`src/sleep_ctrl_pkg.sv`:
```
// Constants and types for the sleep and external interrupt controller
package sleep_ctrl_pkg;
   localparam logic [7:0] CTRL_INDEX      = 8'h35;
   localparam logic [9:0] CTRL_ADDR       = 10'h0D4;
   localparam logic [7:0] STATUS_ADDR_IDX = 8'h36;
   localparam logic [9:0] STATUS_ADDR     = 10'h0D8;
   localparam logic [7:0] CTRL_RESET      = 8'h00;
   localparam logic [7:0] CTRL_WMASK      = 8'h7B;
   localparam int         PULLUP_KILL_BIT = 6;
   localparam int         SLEEP_ARM_BIT   = 5;
   localparam int         SEL_HI_BIT      = 4;
   localparam int         SEL_LO_BIT      = 3;
   localparam int         SENSE_HI_BIT    = 1;
   localparam int         SENSE_LO_BIT    = 0;
   localparam logic [1:0] SEL_IDLE        = 2'h0;
   localparam logic [1:0] SEL_ADC_NR      = 2'h1;
   localparam logic [1:0] SEL_PDOWN       = 2'h2;
   localparam logic [1:0] SEL_STANDBY     = 2'h3;
   localparam logic [1:0] SENSE_LOW       = 2'h0;
   localparam logic [1:0] SENSE_ANY       = 2'h1;
   localparam logic [1:0] SENSE_FALL      = 2'h2;
   localparam logic [1:0] SENSE_RISE      = 2'h3;
   localparam int         STANDBY_WAKE_CYC = 6;
   localparam int         HALT_EXTRA_CYC   = 4;
   localparam int         STARTUP_DEF_CYC  = 64;
   localparam logic [15:0] CNT_ONE         = 16'h0001;

   typedef enum logic [2:0] {
      ST_RUN, ST_SLEEP, ST_STARTUP, ST_HALT
   } sleep_state_e;

   typedef struct packed {
      logic core;
      logic flash;
      logic io;
      logic adc;
      logic osc;
   } clk_gate_s;

   typedef struct packed {
      logic adc_done;
      logic mem_ready;
      logic serial_start;
      logic pin_change;
      logic other_io;
   } wake_src_s;
endpackage

```
`src/sleep_ctrl.sv`:
```
// Sleep controller with general control register and external interrupt 0 sensing
// Function
// - Bits 7 and 2 of the control register read zero and ignore writes.
// - Pull-up kill bit set disables all port pull-ups regardless of pin setup.
// - Sleep instruction enters sleep only when the sleep arm bit is one.
// - Sleep select: 00 idle, 01 ADC noise reduction, 10 power-down, 11 standby.
// - Sense field: 00 low level, 01 any change, 10 falling, 11 rising edge.
// - External interrupt 0 fires only with global flag and its mask bit set.
// - Idle stops only core and flash clocks; I/O and ADC clocks run.
// - Idle wakes on any enabled interrupt, external or internal.
// - Entering idle or ADC noise reduction with ADC on starts a conversion.
// - ADC noise reduction stops I/O, core and flash clocks; ADC clock runs.
// - ADC noise reduction wakes on ADC, memory-ready, serial start, level, pin change.
// - Power-down stops the oscillator and all generated clocks.
// - Power-down wakes on serial start, level interrupt 0 or pin change.
// - Power-down wake waits the fuse-selected start-up period before resuming.
// - Vanished level or pin-change wake cause wakes without running its handler.
// - Standby is power-down with oscillator running; wakes within six cycles.
// - Memory-ready and ADC wake only idle and noise reduction; other I/O only idle.
// - After interrupt wake, core halts four extra cycles, then runs the handler.
//
// Chosen here: the Wishbone slave port.
`timescale 1ns/1ps
module sleep_ctrl
   import sleep_ctrl_pkg::*;
#(
   parameter int STARTUP_CYC = STARTUP_DEF_CYC
) (
   input  wire logic        clk_i,
   input  wire logic        rst_i,
   input  wire logic        cyc_i,
   input  wire logic        stb_i,
   input  wire logic        we_i,
   input  wire logic [9:0]  adr_i,
   input  wire logic [3:0]  sel_i,
   input  wire logic [31:0] dat_i,
   output logic      [31:0] dat_o,
   output logic             ack_o,
   input  wire logic        sleep_instr_i,
   input  wire logic        global_irq_en_i,
   input  wire logic        ext_irq_mask_i,
   input  wire logic        ext_irq_pin_i,
   input  wire logic        adc_enabled_i,
   input  wire logic        irq_other_i,
   input  wire wake_src_s   wake_i,
   output logic             pullup_kill_o,
   output clk_gate_s        clk_run_o,
   output logic             adc_start_o,
   output logic             ext_irq_req_o,
   output logic             core_resume_o,
   output logic             sleeping_o
);
   logic [7:0]   ctrl;
   logic         pin_q;
   logic         edge_hit;
   logic         lvl_hit;
   logic         irq0_cond;
   logic         wake_now;
   logic         lvl_wake;
   sleep_state_e state;
   logic [15:0]  cnt;
   logic [15:0]  wait_cyc;
   logic [1:0]   mode;
   logic         bus_req;
   logic [7:0]   rd_byte;

   function automatic logic wake_ok(input logic [1:0] m, input wake_src_s w,
                                    input logic lvl, input logic oth);
      logic r;
      r = w.serial_start | w.pin_change | lvl;
      if (m == SEL_IDLE || m == SEL_ADC_NR) begin
         r = r | w.adc_done | w.mem_ready;
      end
      if (m == SEL_IDLE) begin
         r = r | w.other_io | oth;
      end
      return r;
   endfunction

   assign mode    = ctrl[SEL_HI_BIT:SEL_LO_BIT];
   assign bus_req = cyc_i & stb_i & ~ack_o;

   // Register write
   always_ff @(posedge clk_i) begin
      if (rst_i) begin
         ctrl <= CTRL_RESET;
      end else if (bus_req && we_i && sel_i[0] && adr_i == CTRL_ADDR) begin
         ctrl <= dat_i[7:0] & CTRL_WMASK;
      end
   end

   always_comb begin
      rd_byte = 8'h00;
      if (adr_i == CTRL_ADDR) begin
         rd_byte = ctrl & CTRL_WMASK;
      end else if (adr_i == STATUS_ADDR) begin
         rd_byte = {5'h00, state == ST_STARTUP, state == ST_HALT, sleeping_o};
      end
   end

   // Bus answer, one cycle after request
   always_ff @(posedge clk_i) begin
      if (rst_i) begin
         ack_o <= 1'b0;
         dat_o <= 32'h0000_0000;
      end else begin
         ack_o <= bus_req;
         dat_o <= (bus_req && !we_i) ? {24'h00_0000, rd_byte} : 32'h0000_0000;
      end
   end

   always_ff @(posedge clk_i) begin
      if (rst_i) begin
         pullup_kill_o <= 1'b0;
      end else begin
         pullup_kill_o <= ctrl[PULLUP_KILL_BIT];
      end
   end

   // External interrupt 0 sensing
   always_ff @(posedge clk_i) begin
      if (rst_i) begin
         pin_q <= 1'b1;
      end else begin
         pin_q <= ext_irq_pin_i;
      end
   end

   always_comb begin
      lvl_hit = ~ext_irq_pin_i;
      case (ctrl[SENSE_HI_BIT:SENSE_LO_BIT])
         SENSE_LOW:  edge_hit = lvl_hit;
         SENSE_ANY:  edge_hit = pin_q ^ ext_irq_pin_i;
         SENSE_FALL: edge_hit = pin_q & ~ext_irq_pin_i;
         SENSE_RISE: edge_hit = ~pin_q & ext_irq_pin_i;
         default:    edge_hit = 1'b0;
      endcase
   end

   assign lvl_wake  = (ctrl[SENSE_HI_BIT:SENSE_LO_BIT] == SENSE_LOW) & lvl_hit
                      & ext_irq_mask_i;
   assign irq0_cond = edge_hit & global_irq_en_i & ext_irq_mask_i;
   assign wake_now  = wake_ok(mode, wake_i, lvl_wake,
                              irq0_cond | (irq_other_i & global_irq_en_i));
   assign wait_cyc = (mode == SEL_PDOWN) ? 16'(STARTUP_CYC)
                   : (mode == SEL_STANDBY) ? 16'(STANDBY_WAKE_CYC) : CNT_ONE;

   // Sleep sequencer
   always_ff @(posedge clk_i) begin
      if (rst_i) begin
         state <= ST_RUN;
         cnt   <= 16'h0000;
      end else begin
         case (state)
            ST_RUN: begin
               if (sleep_instr_i && ctrl[SLEEP_ARM_BIT]) begin
                  state <= ST_SLEEP;
               end
            end
            ST_SLEEP: begin
               if (wake_now) begin
                  state <= ST_STARTUP;
                  cnt   <= wait_cyc;
               end
            end
            ST_STARTUP: begin
               if (cnt <= CNT_ONE) begin
                  state <= ST_HALT;
                  cnt   <= 16'(HALT_EXTRA_CYC);
               end else begin
                  cnt <= cnt - CNT_ONE;
               end
            end
            ST_HALT: begin
               if (cnt <= CNT_ONE) begin
                  state <= ST_RUN;
               end else begin
                  cnt <= cnt - CNT_ONE;
               end
            end
            default: state <= ST_RUN;
         endcase
      end
   end

   // Clock gating and outputs
   always_ff @(posedge clk_i) begin
      if (rst_i) begin
         clk_run_o     <= '1;
         sleeping_o    <= 1'b0;
         adc_start_o   <= 1'b0;
         ext_irq_req_o <= 1'b0;
         core_resume_o <= 1'b0;
      end else begin
         sleeping_o  <= (state == ST_SLEEP);
         adc_start_o <= (state == ST_RUN) && sleep_instr_i && ctrl[SLEEP_ARM_BIT]
                        && adc_enabled_i && (mode == SEL_IDLE || mode == SEL_ADC_NR);
         clk_run_o <= '1;
         if (state == ST_SLEEP || state == ST_STARTUP) begin
            clk_run_o.core  <= 1'b0;
            clk_run_o.flash <= 1'b0;
            clk_run_o.io    <= (mode == SEL_IDLE);
            clk_run_o.adc   <= (mode == SEL_IDLE || mode == SEL_ADC_NR);
            clk_run_o.osc   <= (mode != SEL_PDOWN) || state == ST_STARTUP;
         end else if (state == ST_HALT) begin
            clk_run_o.core <= 1'b0;
         end
         core_resume_o <= (state == ST_HALT) && (cnt <= CNT_ONE);
         // Handler only if cause still present at resume
         ext_irq_req_o <= (state == ST_RUN) ? irq0_cond
                        : ((state == ST_HALT) && (cnt <= CNT_ONE) && irq0_cond);
      end
   end

   property p_reserved_zero;
      @(posedge clk_i) disable iff (rst_i)
         ack_o |-> (dat_o[7] == 1'b0 && dat_o[2] == 1'b0);
   endproperty
   a_reserved_zero: assert property (p_reserved_zero) else $error("reserved bit set");

   property p_pullup;
      @(posedge clk_i) disable iff (rst_i)
         ctrl[PULLUP_KILL_BIT] |=> pullup_kill_o;
   endproperty
   a_pullup: assert property (p_pullup) else $error("pull-up kill not applied");

   property p_no_sleep_unarmed;
      @(posedge clk_i) disable iff (rst_i)
         (state == ST_RUN && sleep_instr_i && !ctrl[SLEEP_ARM_BIT]) |=> state == ST_RUN;
   endproperty
   a_no_sleep_unarmed: assert property (p_no_sleep_unarmed) else $error("slept unarmed");

   property p_idle_clocks;
      @(posedge clk_i) disable iff (rst_i)
         (state == ST_SLEEP && mode == SEL_IDLE) |=> (!clk_run_o.core && clk_run_o.io);
   endproperty
   a_idle_clocks: assert property (p_idle_clocks) else $error("idle clock gating");

   property p_pdown_osc;
      @(posedge clk_i) disable iff (rst_i)
         (state == ST_SLEEP && mode == SEL_PDOWN) |=> !clk_run_o.osc;
   endproperty
   a_pdown_osc: assert property (p_pdown_osc) else $error("oscillator on in power-down");

   property p_standby_wake;
      @(posedge clk_i) disable iff (rst_i)
         (state == ST_SLEEP && mode == SEL_STANDBY && wake_now) |=> ##[1:6] state == ST_HALT;
   endproperty
   a_standby_wake: assert property (p_standby_wake) else $error("standby wake slow");

   property p_halt_four;
      @(posedge clk_i) disable iff (rst_i)
         $rose(state == ST_HALT) |-> (state == ST_HALT) [*4] ##1 state == ST_RUN;
   endproperty
   a_halt_four: assert property (p_halt_four) else $error("halt not four cycles");

   property p_other_io_idle_only;
      @(posedge clk_i) disable iff (rst_i)
         (state == ST_SLEEP && mode != SEL_IDLE && !wake_i.serial_start
          && !wake_i.pin_change && !lvl_wake && !wake_i.adc_done && !wake_i.mem_ready)
         |=> state == ST_SLEEP;
   endproperty
   a_other_io_idle_only: assert property (p_other_io_idle_only) else $error("bad wake");

   property p_reset_ctrl;
      @(posedge clk_i)
         rst_i |=> ctrl == CTRL_RESET;
   endproperty
   a_reset_ctrl: assert property (p_reset_ctrl) else $error("control not cleared");

   property p_reset_outputs;
      @(posedge clk_i)
         rst_i |=> (clk_run_o == '1 && !sleeping_o && !pullup_kill_o);
   endproperty
   a_reset_outputs: assert property (p_reset_outputs) else $error("outputs not reset");

   property p_reserved_store;
      @(posedge clk_i) disable iff (rst_i)
         1'b1 |-> (ctrl[7] == 1'b0 && ctrl[2] == 1'b0);
   endproperty
   a_reserved_store: assert property (p_reserved_store) else $error("reserved bit stored");

   property p_pullup_off;
      @(posedge clk_i) disable iff (rst_i)
         !ctrl[PULLUP_KILL_BIT] |=> !pullup_kill_o;
   endproperty
   a_pullup_off: assert property (p_pullup_off) else $error("pull-up kill stuck");

   property p_sleep_armed;
      @(posedge clk_i) disable iff (rst_i)
         (state == ST_RUN && sleep_instr_i && ctrl[SLEEP_ARM_BIT]) |=> state == ST_SLEEP;
   endproperty
   a_sleep_armed: assert property (p_sleep_armed) else $error("armed sleep not taken");

   property p_adc_nr_clocks;
      @(posedge clk_i) disable iff (rst_i)
         (state == ST_SLEEP && mode == SEL_ADC_NR)
         |=> (!clk_run_o.io && clk_run_o.adc && !clk_run_o.core);
   endproperty
   a_adc_nr_clocks: assert property (p_adc_nr_clocks) else $error("noise clocks");

   property p_pdown_clocks;
      @(posedge clk_i) disable iff (rst_i)
         (state == ST_SLEEP && mode == SEL_PDOWN)
         |=> (!clk_run_o.io && !clk_run_o.adc && !clk_run_o.core && !clk_run_o.flash);
   endproperty
   a_pdown_clocks: assert property (p_pdown_clocks) else $error("power-down clocks");

   property p_standby_osc;
      @(posedge clk_i) disable iff (rst_i)
         (state == ST_SLEEP && mode == SEL_STANDBY) |=> (clk_run_o.osc && !clk_run_o.io);
   endproperty
   a_standby_osc: assert property (p_standby_osc) else $error("standby oscillator");

   property p_pdown_startup;
      @(posedge clk_i) disable iff (rst_i)
         (state == ST_SLEEP && mode == SEL_PDOWN && wake_now)
         |=> (state == ST_STARTUP && cnt == 16'(STARTUP_CYC));
   endproperty
   a_pdown_startup: assert property (p_pdown_startup) else $error("start-up delay");

   property p_idle_wake;
      @(posedge clk_i) disable iff (rst_i)
         (state == ST_SLEEP && mode == SEL_IDLE && wake_i.other_io) |=> state == ST_STARTUP;
   endproperty
   a_idle_wake: assert property (p_idle_wake) else $error("idle did not wake");

   property p_nr_adc_wake;
      @(posedge clk_i) disable iff (rst_i)
         (state == ST_SLEEP && mode == SEL_ADC_NR && wake_i.adc_done) |=> state == ST_STARTUP;
   endproperty
   a_nr_adc_wake: assert property (p_nr_adc_wake) else $error("noise mode no wake");

   property p_pdown_serial;
      @(posedge clk_i) disable iff (rst_i)
         (state == ST_SLEEP && mode == SEL_PDOWN && wake_i.serial_start)
         |=> state == ST_STARTUP;
   endproperty
   a_pdown_serial: assert property (p_pdown_serial) else $error("power-down no wake");

   property p_resume_pulse;
      @(posedge clk_i) disable iff (rst_i)
         core_resume_o |=> !core_resume_o;
   endproperty
   a_resume_pulse: assert property (p_resume_pulse) else $error("resume not a pulse");

   property p_irq_gated;
      @(posedge clk_i) disable iff (rst_i)
         (!global_irq_en_i || !ext_irq_mask_i) |=> !ext_irq_req_o;
   endproperty
   a_irq_gated: assert property (p_irq_gated) else $error("request while masked");

   property p_adc_start;
      @(posedge clk_i) disable iff (rst_i)
         (state == ST_RUN && sleep_instr_i && ctrl[SLEEP_ARM_BIT] && adc_enabled_i
          && mode == SEL_IDLE) |=> adc_start_o;
   endproperty
   a_adc_start: assert property (p_adc_start) else $error("no conversion start");
endmodule

```
`config.mk`:
```
export PLATFORM = sky130hd
export DESIGN_NAME = sleep_ctrl
export DESIGN_NICKNAME = d
export VERILOG_FILES = /design/src/sleep_ctrl_pkg.sv /design/src/sleep_ctrl.sv
export SDC_FILE = /design/constraint.sdc
export NUM_CORES = 1
export LEC_CHECK = 0
export BUFFER_PORTS_ARGS = -buffer_cell sky130_fd_sc_hd__buf_4
export CAP_MARGIN = 20
export CORE_ASPECT_RATIO = 0.7
export CORE_MARGIN = 5
export CORE_UTILIZATION = 50
export DETAILED_ROUTE_END_ITERATION = 6
export PLACE_DENSITY_LB_ADDON = 0.12
export SLEW_MARGIN = 20
export SYNTH_ARGS = -nofsm -noshare
export SYNTH_HDL_FRONTEND = slang
export SYNTH_SLANG_ARGS = --single-unit
```
`constraint.sdc`:
```
create_clock -name clk_i -period 5.4 [get_ports clk_i]
set_clock_uncertainty 0.2 [all_clocks]
set_input_delay 1.08 -clock clk_i [delete_from_list [all_inputs] [get_ports clk_i]]
set_output_delay 1.08 -clock clk_i [all_outputs]
set_load 0.02 [all_outputs]
```
# After elaboration in Yosys (flattened, before gate mapping)
# Cells that the tools add are included.
# op_classes
magnitude_cmp	1
addsub	1
muxes	20
n_eq_ne	17
bitwise	23
n_reduce_logical	25
# ops
op	count
two-way mux 16 bit	3
one-hot mux 16 bit (3 select lines)	1
== test 10 x 8 -> 1 bit (second input constant)	2
two-way mux 3 bit	6
less-or-equal comparator 16 x 1 -> 1 bit (second input constant)	1
subtractor 16 x 1 -> 16 bit (second input constant)	1
two-way mux 7 bit	2
one-hot mux 3 bit (4 select lines)	1
logical AND 1 bit	11
bitwise AND 1 bit	9
== test 2 bit (second input constant)	4
inequality test 2 bit (second input constant)	4
OR 1 bit	7
== test 3 x 2 -> 1 bit (second input constant)	2
inverter 1 bit	6
two-way mux 1 bit	5
== test 2 x 1 -> 1 bit (second input constant)	2
zero test 2 bit	2
two-way mux 4 bit	1
inequality test 2 x 1 -> 1 bit (second input constant)	2
one-hot mux 1 bit (4 select lines)	1
AND reduction 4 bit	1
OR reduction 2 bit	2
OR reduction 4 bit	1
8 further kinds	10
# totals
in_bits	62
wordCells	106
output_inout_bits	43
reg_bits	69

# Longest topological paths before layout
# Gate-level depths: netlist of the first run.
# depth
depth_word	12
mapped_depth	9

# Worst setup path before layout of the first run
# Ideal clock, no wire load.
# synth_path
kind	input to register
start	input ext_irq_pin_i
end	register cnt[5]
arrival_time_ps	3013
path_stages	9
setup_time_ps	70
required_ps	5130
setup_slack_ps	2117
path_cell_list	inv_1 -> ha_1 -> or2_2 -> a21oi_1 -> nor4b_2 -> or2_1 -> buf_2 -> or4_1 -> a21oi_1
# synth_between
elab_chain_cells	12
word_cells_on_any_way	19
# synth_rtl
item	line_no	text
start: declaration	sleep_ctrl.sv:42	input wire logic ext_irq_pin_i,
inverter 1 bit	sleep_ctrl.sv:130, sleep_ctrl.sv:134	
bitwise AND 1 bit	sleep_ctrl.sv:140	assign lvl_wake = (ctrl[SENSE_HI_BIT:SENSE_LO_BIT] == SENSE_LOW) & lvl_hit
bitwise AND 1 bit	sleep_ctrl.sv:141	& ext_irq_mask_i;
OR 1 bit	sleep_ctrl.sv:70	r = w.serial_start | w.pin_change | lvl;
OR 1 bit (2 in series)	sleep_ctrl.sv:72	r = r | w.adc_done | w.mem_ready;
two-way mux 1 bit	sleep_ctrl.sv:71	if (m == SEL_IDLE || m == SEL_ADC_NR) begin
OR 1 bit (2 in series)	sleep_ctrl.sv:75	r = r | w.other_io | oth;
two-way mux 1 bit (*)	sleep_ctrl.sv:74	if (m == SEL_IDLE) begin
inequality test 2 bit (no line) (*)	-	
AND reduction 3 bit (no line) (*)	-	
end signal: assignment	sleep_ctrl.sv:163	cnt <= wait_cyc;
end signal: assignment	sleep_ctrl.sv:169	cnt <= 16'(HALT_EXTRA_CYC);
end signal: assignment	sleep_ctrl.sv:171	cnt <= cnt - CNT_ONE;
end: declaration	sleep_ctrl.sv:61	logic [15:0] cnt;
# Every way passes the cells marked *; elsewhere a longest branch is shown, timed or not.
# A chain may end at the register's enable or synchronous reset.

# Worst setup path after layout of the first run
# Ends and elaborated chain as after synthesis.

==> results of run 1 <==
==> routing by layer <==
metal  wire (um)  vias up  global-route usage, %
met3         330        7                   3.95
li1            -      983                      -
met2        2210       66                   26.3
met4          42        0                   3.30
met5           0        -                      0
met1        2500      906                   25.7
==> cell families after synthesis <==
| group | share of synthesized area, % |
|---|---|
| AND/OR/NAND/NOR | 26.1 |
| buffers and inverters | 12.2 |
| flip-flops | 37.7 |
| AO/OA/AOI/OAI | 13.3 |
| adder cells (fa/ha/maj) | 4.93 |
| XOR/XNOR | 3.07 |
| multiplexers | 2.63 |
| other | 0.164 |
==> worst max-delay path, delay by kind of cell <==
family	cells	cell delay, ns
adder cells (fa/ha/maj)	1	0.27
AO/OA/AOI/OAI	2	0.42
AND/OR/NAND/NOR	4	1.37
buffers and inverters	2	0.14
==> area by class of cell <==
| class | count | area (sq um) | area share, % |
|---|---|---|---|
| sequential | 43 | 861 | 32.2 |
| inverter | 8 | 30.0 | 1.12 |
| multi-input combinational | 205 | 1240 | 46.2 |
| clock inverter | 1 | 7.51 | 0.281 |
| clock buffer | 7 | 96.3 | 3.60 |
| tap | 55 | 68.8 | 2.57 |
| timing repair buffer | 50 | 375 | 14.0 |
==> flip-flops by register name, indices dropped and copies added (netlist names) <==
register / count
cnt: 16
state: 2
clk_run_o: 5
sleeping_o: 1
dat_o: 7
core_resume_o: 1
pin_q: 1
pullup_kill_o: 1
ack_o: 1
ext_irq_req_o: 1
ctrl: 6
adc_start_o: 1
==> cell usage in the layout (no fill, tap or decap), types with 2 or more instances in the layout <==
master / instances
sky130_fd_sc_hd__nor4_1: 6
sky130_fd_sc_hd__o31ai_1: 6
sky130_fd_sc_hd__a21oi_1: 11
sky130_fd_sc_hd__o22ai_1: 2
sky130_fd_sc_hd__o2111ai_1: 2
sky130_fd_sc_hd__clkbuf_8: 7
sky130_fd_sc_hd__o41ai_1: 2
sky130_fd_sc_hd__nor2_1: 36
sky130_fd_sc_hd__nand2_1: 16
sky130_fd_sc_hd__nand4_1: 2
sky130_fd_sc_hd__dfxtp_1: 43
sky130_fd_sc_hd__o21ai_0: 6
sky130_fd_sc_hd__or4_1: 5
sky130_fd_sc_hd__nor4b_1: 2
sky130_fd_sc_hd__xnor2_1: 8
sky130_fd_sc_hd__a22o_1: 2
sky130_fd_sc_hd__mux2i_1: 6
sky130_fd_sc_hd__or3_1: 3
sky130_fd_sc_hd__ha_1: 9
sky130_fd_sc_hd__nor2b_1: 4
sky130_fd_sc_hd__conb_1: 25
sky130_fd_sc_hd__o211ai_1: 2
sky130_fd_sc_hd__nand3_1: 7
sky130_fd_sc_hd__nand3b_1: 3
sky130_fd_sc_hd__inv_1: 8
sky130_fd_sc_hd__buf_4: 50
sky130_fd_sc_hd__or2_2: 7
sky130_fd_sc_hd__nor3_1: 14
sky130_fd_sc_hd__and2_1: 5
==> per-stage QoR <==
stage | cell area [sq um] | cells | hold slack, ns | util [%]
after floorplan | 2380 | 293 | 0.235 | -
after global placement | 2570 | 361 | 0.247 | 58.7
after detailed placement | 2570 | 361 | 0.261 | 58.7
after CTS | 2680 | 369 | 0.272 | 61.1
after global routing | 2680 | 369 | 0.302 | 61.1
final | 2680 | 369 | 0.273 | 61.1
==> final timing paths <==
| kind | to | startpoint | cells past startpoint |
|---|---|---|---|
| setup reg to reg | cnt[14] | cnt[2] | 6 |
| hold / removal | cnt[7] | cnt[7] | 2 |
| setup / recovery | cnt[5] | ext_irq_pin_i | 9 |
| hold reg to reg | cnt[7] | cnt[7] | 2 |
==> where the power goes <==
| part | internal [W] | total, W | switching, W |
|---|---|---|---|
| registers | 0.000335 | 0.000352 | 0.0000168 |
| logic | 0.000106 | 0.000278 | 0.000172 |
| clock network | 0.000116 | 0.000225 | 0.000109 |
| total | 0.000557 | 0.000855 | 0.000298 |
==> flow_metrics.env, run 1 <==
export IMPL_detail_route_iter0_violations=88
export IMPL_critical_path_most_common_cell="sky130_fd_sc_hd__a21oi_1"
export IMPL_drt_wl_total_um=5080
export IMPL_grt_pass1_vias=1865
export IMPL_synth_yosys_seq_area_share_pct=37.7
export IMPL_synth_area_top_cells="sky130_fd_sc_hd__dfxtp_1 (38%), sky130_fd_sc_hd__buf_4 (8.5%), sky130_fd_sc_hd__nor2_1 (5.9%)"
export IMPL_asyncSetResetFlopFracSynth_pct=0
export IMPL_drtAntennaViolNets=0
export IMPL_die_width_um=90.8
export IMPL_layout_drive_gt1_share_pct=22.3
export IMPL_cts_clk_slew_worst_paths_ns=0.08
export IMPL_max_vdd_ir_drop_v=0.000207
export IMPL_routed_length_per_placed_instance_um=13.8
export IMPL_pin_count_of_the_biggest_net_entering_global_routing=25
export IMPL_clk_insertion_delay_late_ns=0.30
export IMPL_antenna_cells_inserted=0
export IMPL_final_setup_viol_count=0
export IMPL_tns_ns=0
export IMPL_number_of_enable_flip_flop_cells_after_synthesis=0
export IMPL_regToRegSetupSlack_ns=2.45
export IMPL_netlist_cell_type_count=46
export IMPL_clkSinkCount=43
export IMPL_antenna_found_initial=0
export IMPL_die_h_um=66.6
export IMPL_synthesis_yosys_warnings=0
export IMPL_status="completed"
export IMPL_gr_usage_all_layers_pct=17.5
export IMPL_worst_slack_ns=2.15
export IMPL_period_minus_slack_ns=3.25
export IMPL_max_slew_worst_pin_slew_ns=1.05
export IMPL_rd_place_congestion=0.814
export IMPL_first_pass_iters=4
export IMPL_area_share_of_the_largest_cell_type_after_synthesis_pct=37.7
export IMPL_finalHoldViolations=0
export IMPL_timing_critical_path_required_ns=5.43
export IMPL_cts_made_buffers=5
export IMPL_yosys_cell_count_top_type="sky130_fd_sc_hd__dfxtp_1"
export IMPL_dp_final_hpwl_um=3850
export IMPL_port_buffers=50
export IMPL_p_leak_nw=1.19
export IMPL_worst_ep_arrival_time_ns=3.28
export IMPL_cts_hold_fix_buffers=0
export IMPL_drc=0
export IMPL_routed_via_density=5.32
export IMPL_mapped_cells=269
export IMPL_synth_largest_area_cell="sky130_fd_sc_hd__dfxtp_1"
export IMPL_synth_area_sq_um=2290
export IMPL_boundaryPins=105
export IMPL_num_rows=20
export IMPL_post_synth_cell_area_avg_sq_um=8.50
export IMPL_max_slew_margin_pct=29.6
export IMPL_core_area_sq_um=4380
export IMPL_num_vias=1962
export IMPL_detailedPlace_worstSlack_ns=1.84
export IMPL_post_cts_repair_setup_buffers=0
export IMPL_cts_root_buffer_cell="sky130_fd_sc_hd__clkbuf_8"
export IMPL_slew_viol_final=0
export IMPL_yosys_register_bits=43
export IMPL_initial_utilization_pct=52.2
export IMPL_hold_class="flop to flop"
export IMPL_finalNetCount=384
export IMPL_grt_overflow_total=0
export IMPL_yosys_most_used_dff="sky130_fd_sc_hd__dfxtp_1"
export IMPL_critical_path_slowest_cell="sky130_fd_sc_hd__or4_1"
export IMPL_worstSetupEndpointType="flop"
export IMPL_cts_tree="built"
export IMPL_design_die_area_sq_um=6050
export IMPL_cp_slowest_stage_delay_ns=0.54
export IMPL_count_of_h_tree_levels_built_during_cts=2
export IMPL_cp_max_fo=11
export IMPL_power_density_nw_per_um2=320
export IMPL_max_freq_ghz=0.307
export IMPL_ctsLongestPathBuffers=2
export IMPL_unrepaired_setup_endpoints_after_global_routing="false"
export IMPL_setup_worst_path_start_class="input port"
export IMPL_max_cap_viol_count=0
export IMPL_fillers=399
export IMPL_netlist_top_cells_count="sky130_fd_sc_hd__dfxtp_1 (43), sky130_fd_sc_hd__nor2_1 (36), sky130_fd_sc_hd__buf_4 (26)"
export IMPL_synthToLayoutAreaGrowth_pct=17.0
export IMPL_total_power_w=0.000855
export IMPL_global_route_wire_length_before_repair_um=8760
export IMPL_worstSetupPathType="input port to flop"
export IMPL_period_utilization_post_route_pct=60.2
export IMPL_cts_resized_gates=0
export IMPL_timing_critical_path_cells="buf_4 -> inv_1 -> ha_1 -> or2_2 -> a21oi_1 -> nor4b_2 -> or2_1 -> or4_1 -> a21oi_1"
Note: power is estimated with default switching activity, not from simulation.
==> run 2: changes to the inputs <==
--- a/config.mk
+++ b/config.mk
@@ -5,11 +5,12 @@
 export SDC_FILE = /design/constraint.sdc
 export NUM_CORES = 1
 export LEC_CHECK = 0
+export ABC_AREA = 1
 export BUFFER_PORTS_ARGS = -buffer_cell sky130_fd_sc_hd__buf_4
 export CAP_MARGIN = 20
 export CORE_ASPECT_RATIO = 0.7
 export CORE_MARGIN = 5
-export CORE_UTILIZATION = 50
+export CORE_UTILIZATION = 49
 export DETAILED_ROUTE_END_ITERATION = 6
 export PLACE_DENSITY_LB_ADDON = 0.12
 export SLEW_MARGIN = 20
==> constraint.sdc (replaced) <==
create_clock -name clk_i -period 3 [get_ports clk_i]
set_clock_uncertainty 0.2 [all_clocks]
set_input_delay 0.6 -clock clk_i [delete_from_list [all_inputs] [get_ports clk_i]]
set_output_delay 0.6 -clock clk_i [all_outputs]
set_load 0.02 [all_outputs]
==> run 2 against run 1 <==
Against the previous run:
- highest routed layer unchanged
- wire length grew 27%
- core utilization decreased by 2.4 points
- via count is 24% higher
- clock-buffer cell count down 1
- die area rose by 16%
- global-route usage up 1.5 points
==> flow_metrics.env, run 2 <==
export IMPL_status="completed"
export IMPL_slew_viol_final=0
export IMPL_routed_via_density=4.75
export IMPL_dr_max_layer_used="met4"
export IMPL_period_utilization_post_route_pct=71.0
export IMPL_post_cts_repair_setup_buffers=0
export IMPL_worst_ep_arrival_time_ns=2.17
export IMPL_number_of_enable_flip_flop_cells_after_synthesis=0
export IMPL_netlist_top_cells_count="sky130_fd_sc_hd__nand2_1 (96), sky130_fd_sc_hd__dfxtp_1 (43), sky130_fd_sc_hd__inv_1 (41), sky130_fd_sc_hd__nor2_1 (41), sky130_fd_sc_hd__nand3_1 (30)"
export IMPL_count_of_h_tree_levels_built_during_cts=2
export IMPL_netlist_cell_type_count=30
export IMPL_p_leak_nw=1.50
export IMPL_tns_ns=0
export IMPL_first_pass_iters=4
export IMPL_timing_critical_path_cells="inv_1 -> ha_1 -> nand2_2 -> nor2_4 -> o21ai_2 -> nand3_1 -> o21ai_1 -> nand2_1 -> a21oi_2"
export IMPL_num_rows=22
export IMPL_placed_cell_area_sq_um=2980
export IMPL_synth_yosys_seq_area_share_pct=32.5
export IMPL_antenna_found_initial=0
export IMPL_detailedPlace_worstSlack_ns=0.735
export IMPL_synth_largest_area_cell="sky130_fd_sc_hd__dfxtp_1"
export IMPL_area_share_of_the_largest_cell_type_after_synthesis_pct=32.5
export IMPL_port_buffers=50
export IMPL_number_of_flip_flops_in_the_largest_register=16
export IMPL_cts_tree="built"
export IMPL_clkSinkCount=43
export IMPL_boundaryPins=105
export IMPL_worstSetupEndpointType="flop"
export IMPL_layout_drive_gt1_share_pct=20.6
export IMPL_yosys_cell_count_top_type="sky130_fd_sc_hd__nand2_1"
export IMPL_layout_cell_area_non_filler_sq_um=3070
export IMPL_post_synth_cell_area_avg_sq_um=6.81
export IMPL_registers_top_by_ff_count="cnt"
export IMPL_asyncSetResetFlopFracSynth_pct=0
export IMPL_num_vias=2437
export IMPL_initial_utilization_pct=50.6
export IMPL_max_freq_ghz=0.470
export IMPL_unrepaired_setup_endpoints_after_global_routing="false"
export IMPL_final_setup_viol_count=0
export IMPL_cts_hold_fix_buffers=0
export IMPL_drc=0
export IMPL_cp_slowest_stage_delay_ns=0.45
export IMPL_mapped_cells=389
export IMPL_period_minus_slack_ns=2.13
export IMPL_antenna_cells_inserted=0
export IMPL_timing_critical_path_required_ns=3.04
export IMPL_worst_slack_ns=0.870
export IMPL_drtAntennaViolNets=0
export IMPL_pin_count_of_the_biggest_net_entering_global_routing=20
export IMPL_finalHoldViolations=0
export IMPL_max_slew_worst_pin_slew_ns=0.524
export IMPL_drt_wl_total_um=6460
export IMPL_grt_pass1_vias=2187
export IMPL_cts_clk_slew_worst_paths_ns=0.08
export IMPL_max_slew_margin_pct=65.1
export IMPL_layout_top_registers="cnt x16, dat_o x7, ctrl x6"
export IMPL_die_width_um=97.9
export IMPL_synthToLayoutAreaGrowth_pct=15.9
export IMPL_die_h_um=71.5
export IMPL_most_common_layout_cells="sky130_fd_sc_hd__nand2_1 (96), sky130_fd_sc_hd__buf_4 (53), sky130_fd_sc_hd__dfxtp_1 (43), sky130_fd_sc_hd__inv_1 (41), sky130_fd_sc_hd__nor2_1 (41)"
export IMPL_critical_path_slowest_cell="sky130_fd_sc_hd__o21ai_2"
export IMPL_yosys_most_used_dff="sky130_fd_sc_hd__dfxtp_1"
export IMPL_routed_length_per_placed_instance_um=12.6
export IMPL_synthesis_yosys_warnings=0
export IMPL_max_cap_viol_count=0
export IMPL_global_route_wire_length_before_repair_um=10700
export IMPL_cts_made_buffers=5
export IMPL_met1_length_um=3210
export IMPL_cts_root_buffer_cell="sky130_fd_sc_hd__clkbuf_8"
export IMPL_cp_max_fo=11
export IMPL_core_area_sq_um=5230
export IMPL_hold_class="flop to flop"
export IMPL_met2WireLength_um=2580
export IMPL_cts_resized_gates=0
export IMPL_setup_worst_path_start_class="flop"
export IMPL_max_vdd_ir_drop_v=0.000687
export IMPL_synth_area_top_cells="sky130_fd_sc_hd__dfxtp_1 (33%), sky130_fd_sc_hd__nand2_1 (14%), sky130_fd_sc_hd__buf_4 (7.7%)"
export IMPL_ctsLongestPathBuffers=2
export IMPL_synth_area_sq_um=2650
export IMPL_detail_route_iter0_violations=155
export IMPL_finalNetCount=511
export IMPL_clk_insertion_delay_late_ns=0.30
export IMPL_worstSetupPathType="flop to flop"
export IMPL_rd_place_congestion=0.898
export IMPL_gr_usage_all_layers_pct=19.0
export IMPL_yosys_register_bits=43
export IMPL_power_density_nw_per_um2=922
export IMPL_design_die_area_sq_um=7000
export IMPL_layout_cells_most_common="sky130_fd_sc_hd__nand2_1"
export IMPL_met3RoutedLength_um=573
export IMPL_grt_overflow_total=0
export IMPL_dp_final_hpwl_um=4970
## run 2: layer usage
layer	global-route usage [%]	up-vias
met4	6.61	0
met3	5.25	9
met2	26.2	84
met5	0	-
li1	-	1298
met1	28.1	1046
## run 2: logic make-up after synthesis
kind of cell	count (synthesis)	share of synthesized area (%)
DFF	43	32.5
and+or+nand+nor	205	35.1
xor gates and xnor gates	4	1.32
buffers and inverters	78	15.5
other	1	0.142
adders and majority gates	9	4.25
AOI/OAI and AO/OA	49	11.2
## run 2: layout make-up
cell class / instances / area (sq um)
flip-flops and latches: 43 / 861
fillers: 529 / 2160
repair buffers: 53 / 398
clock buffers: 6 / 72.6
clock inverters: 2 / 12.5
well taps: 72 / 90.1
multi-input cells: 292 / 1470
inverters: 45 / 169
## run 2: path summary, 6_finish.rpt
kind | end | start | depth (start not counted) | slack (ns)
max | cnt[3] | cnt[0] | 9 | 0.87
min | pullup_kill_o | ctrl[6] | 2 | 0.26
max reg2reg | cnt[3] | cnt[0] | 9 | 0.87
min reg2reg | pullup_kill_o | ctrl[6] | 2 | 0.26
## run 2: critical path, delay by kind of cell, from the launching register on
family / cells / cell delay [ns]
AND/OR/NAND/NOR: 4 / 0.44
buffers and inverters: 1 / 0.12
flip-flops: 1 / 0.38
adder cells (fa/ha/maj): 1 / 0.27
AO/OA/AOI/OAI: 3 / 0.66
## run 2: through the flow
step / total power, W / std cells / hold slack [ns] / util [%]
finish: 0.00283 / 513 / 0.263 / 58.7
global route: 0.00312 / 513 / 0.306 / 58.7
CTS: 0.00282 / 513 / 0.270 / 58.7
detailed placement: 0.00246 / 505 / 0.255 / 57.1
global placement: 0.00242 / 505 / 0.249 / 57.1
floorplan: 0.00218 / 413 / 0.223 / -
## run 2: where the power goes
group | leakage [nW] | switching (W) | internal, W
clock network | 0.0412 | 0.000201 | 0.000163
registers | 0.349 | 0.0000817 | 0.000648
logic | 1.11 | 0.00118 | 0.000556
total | 1.50 | 0.00146 | 0.00137
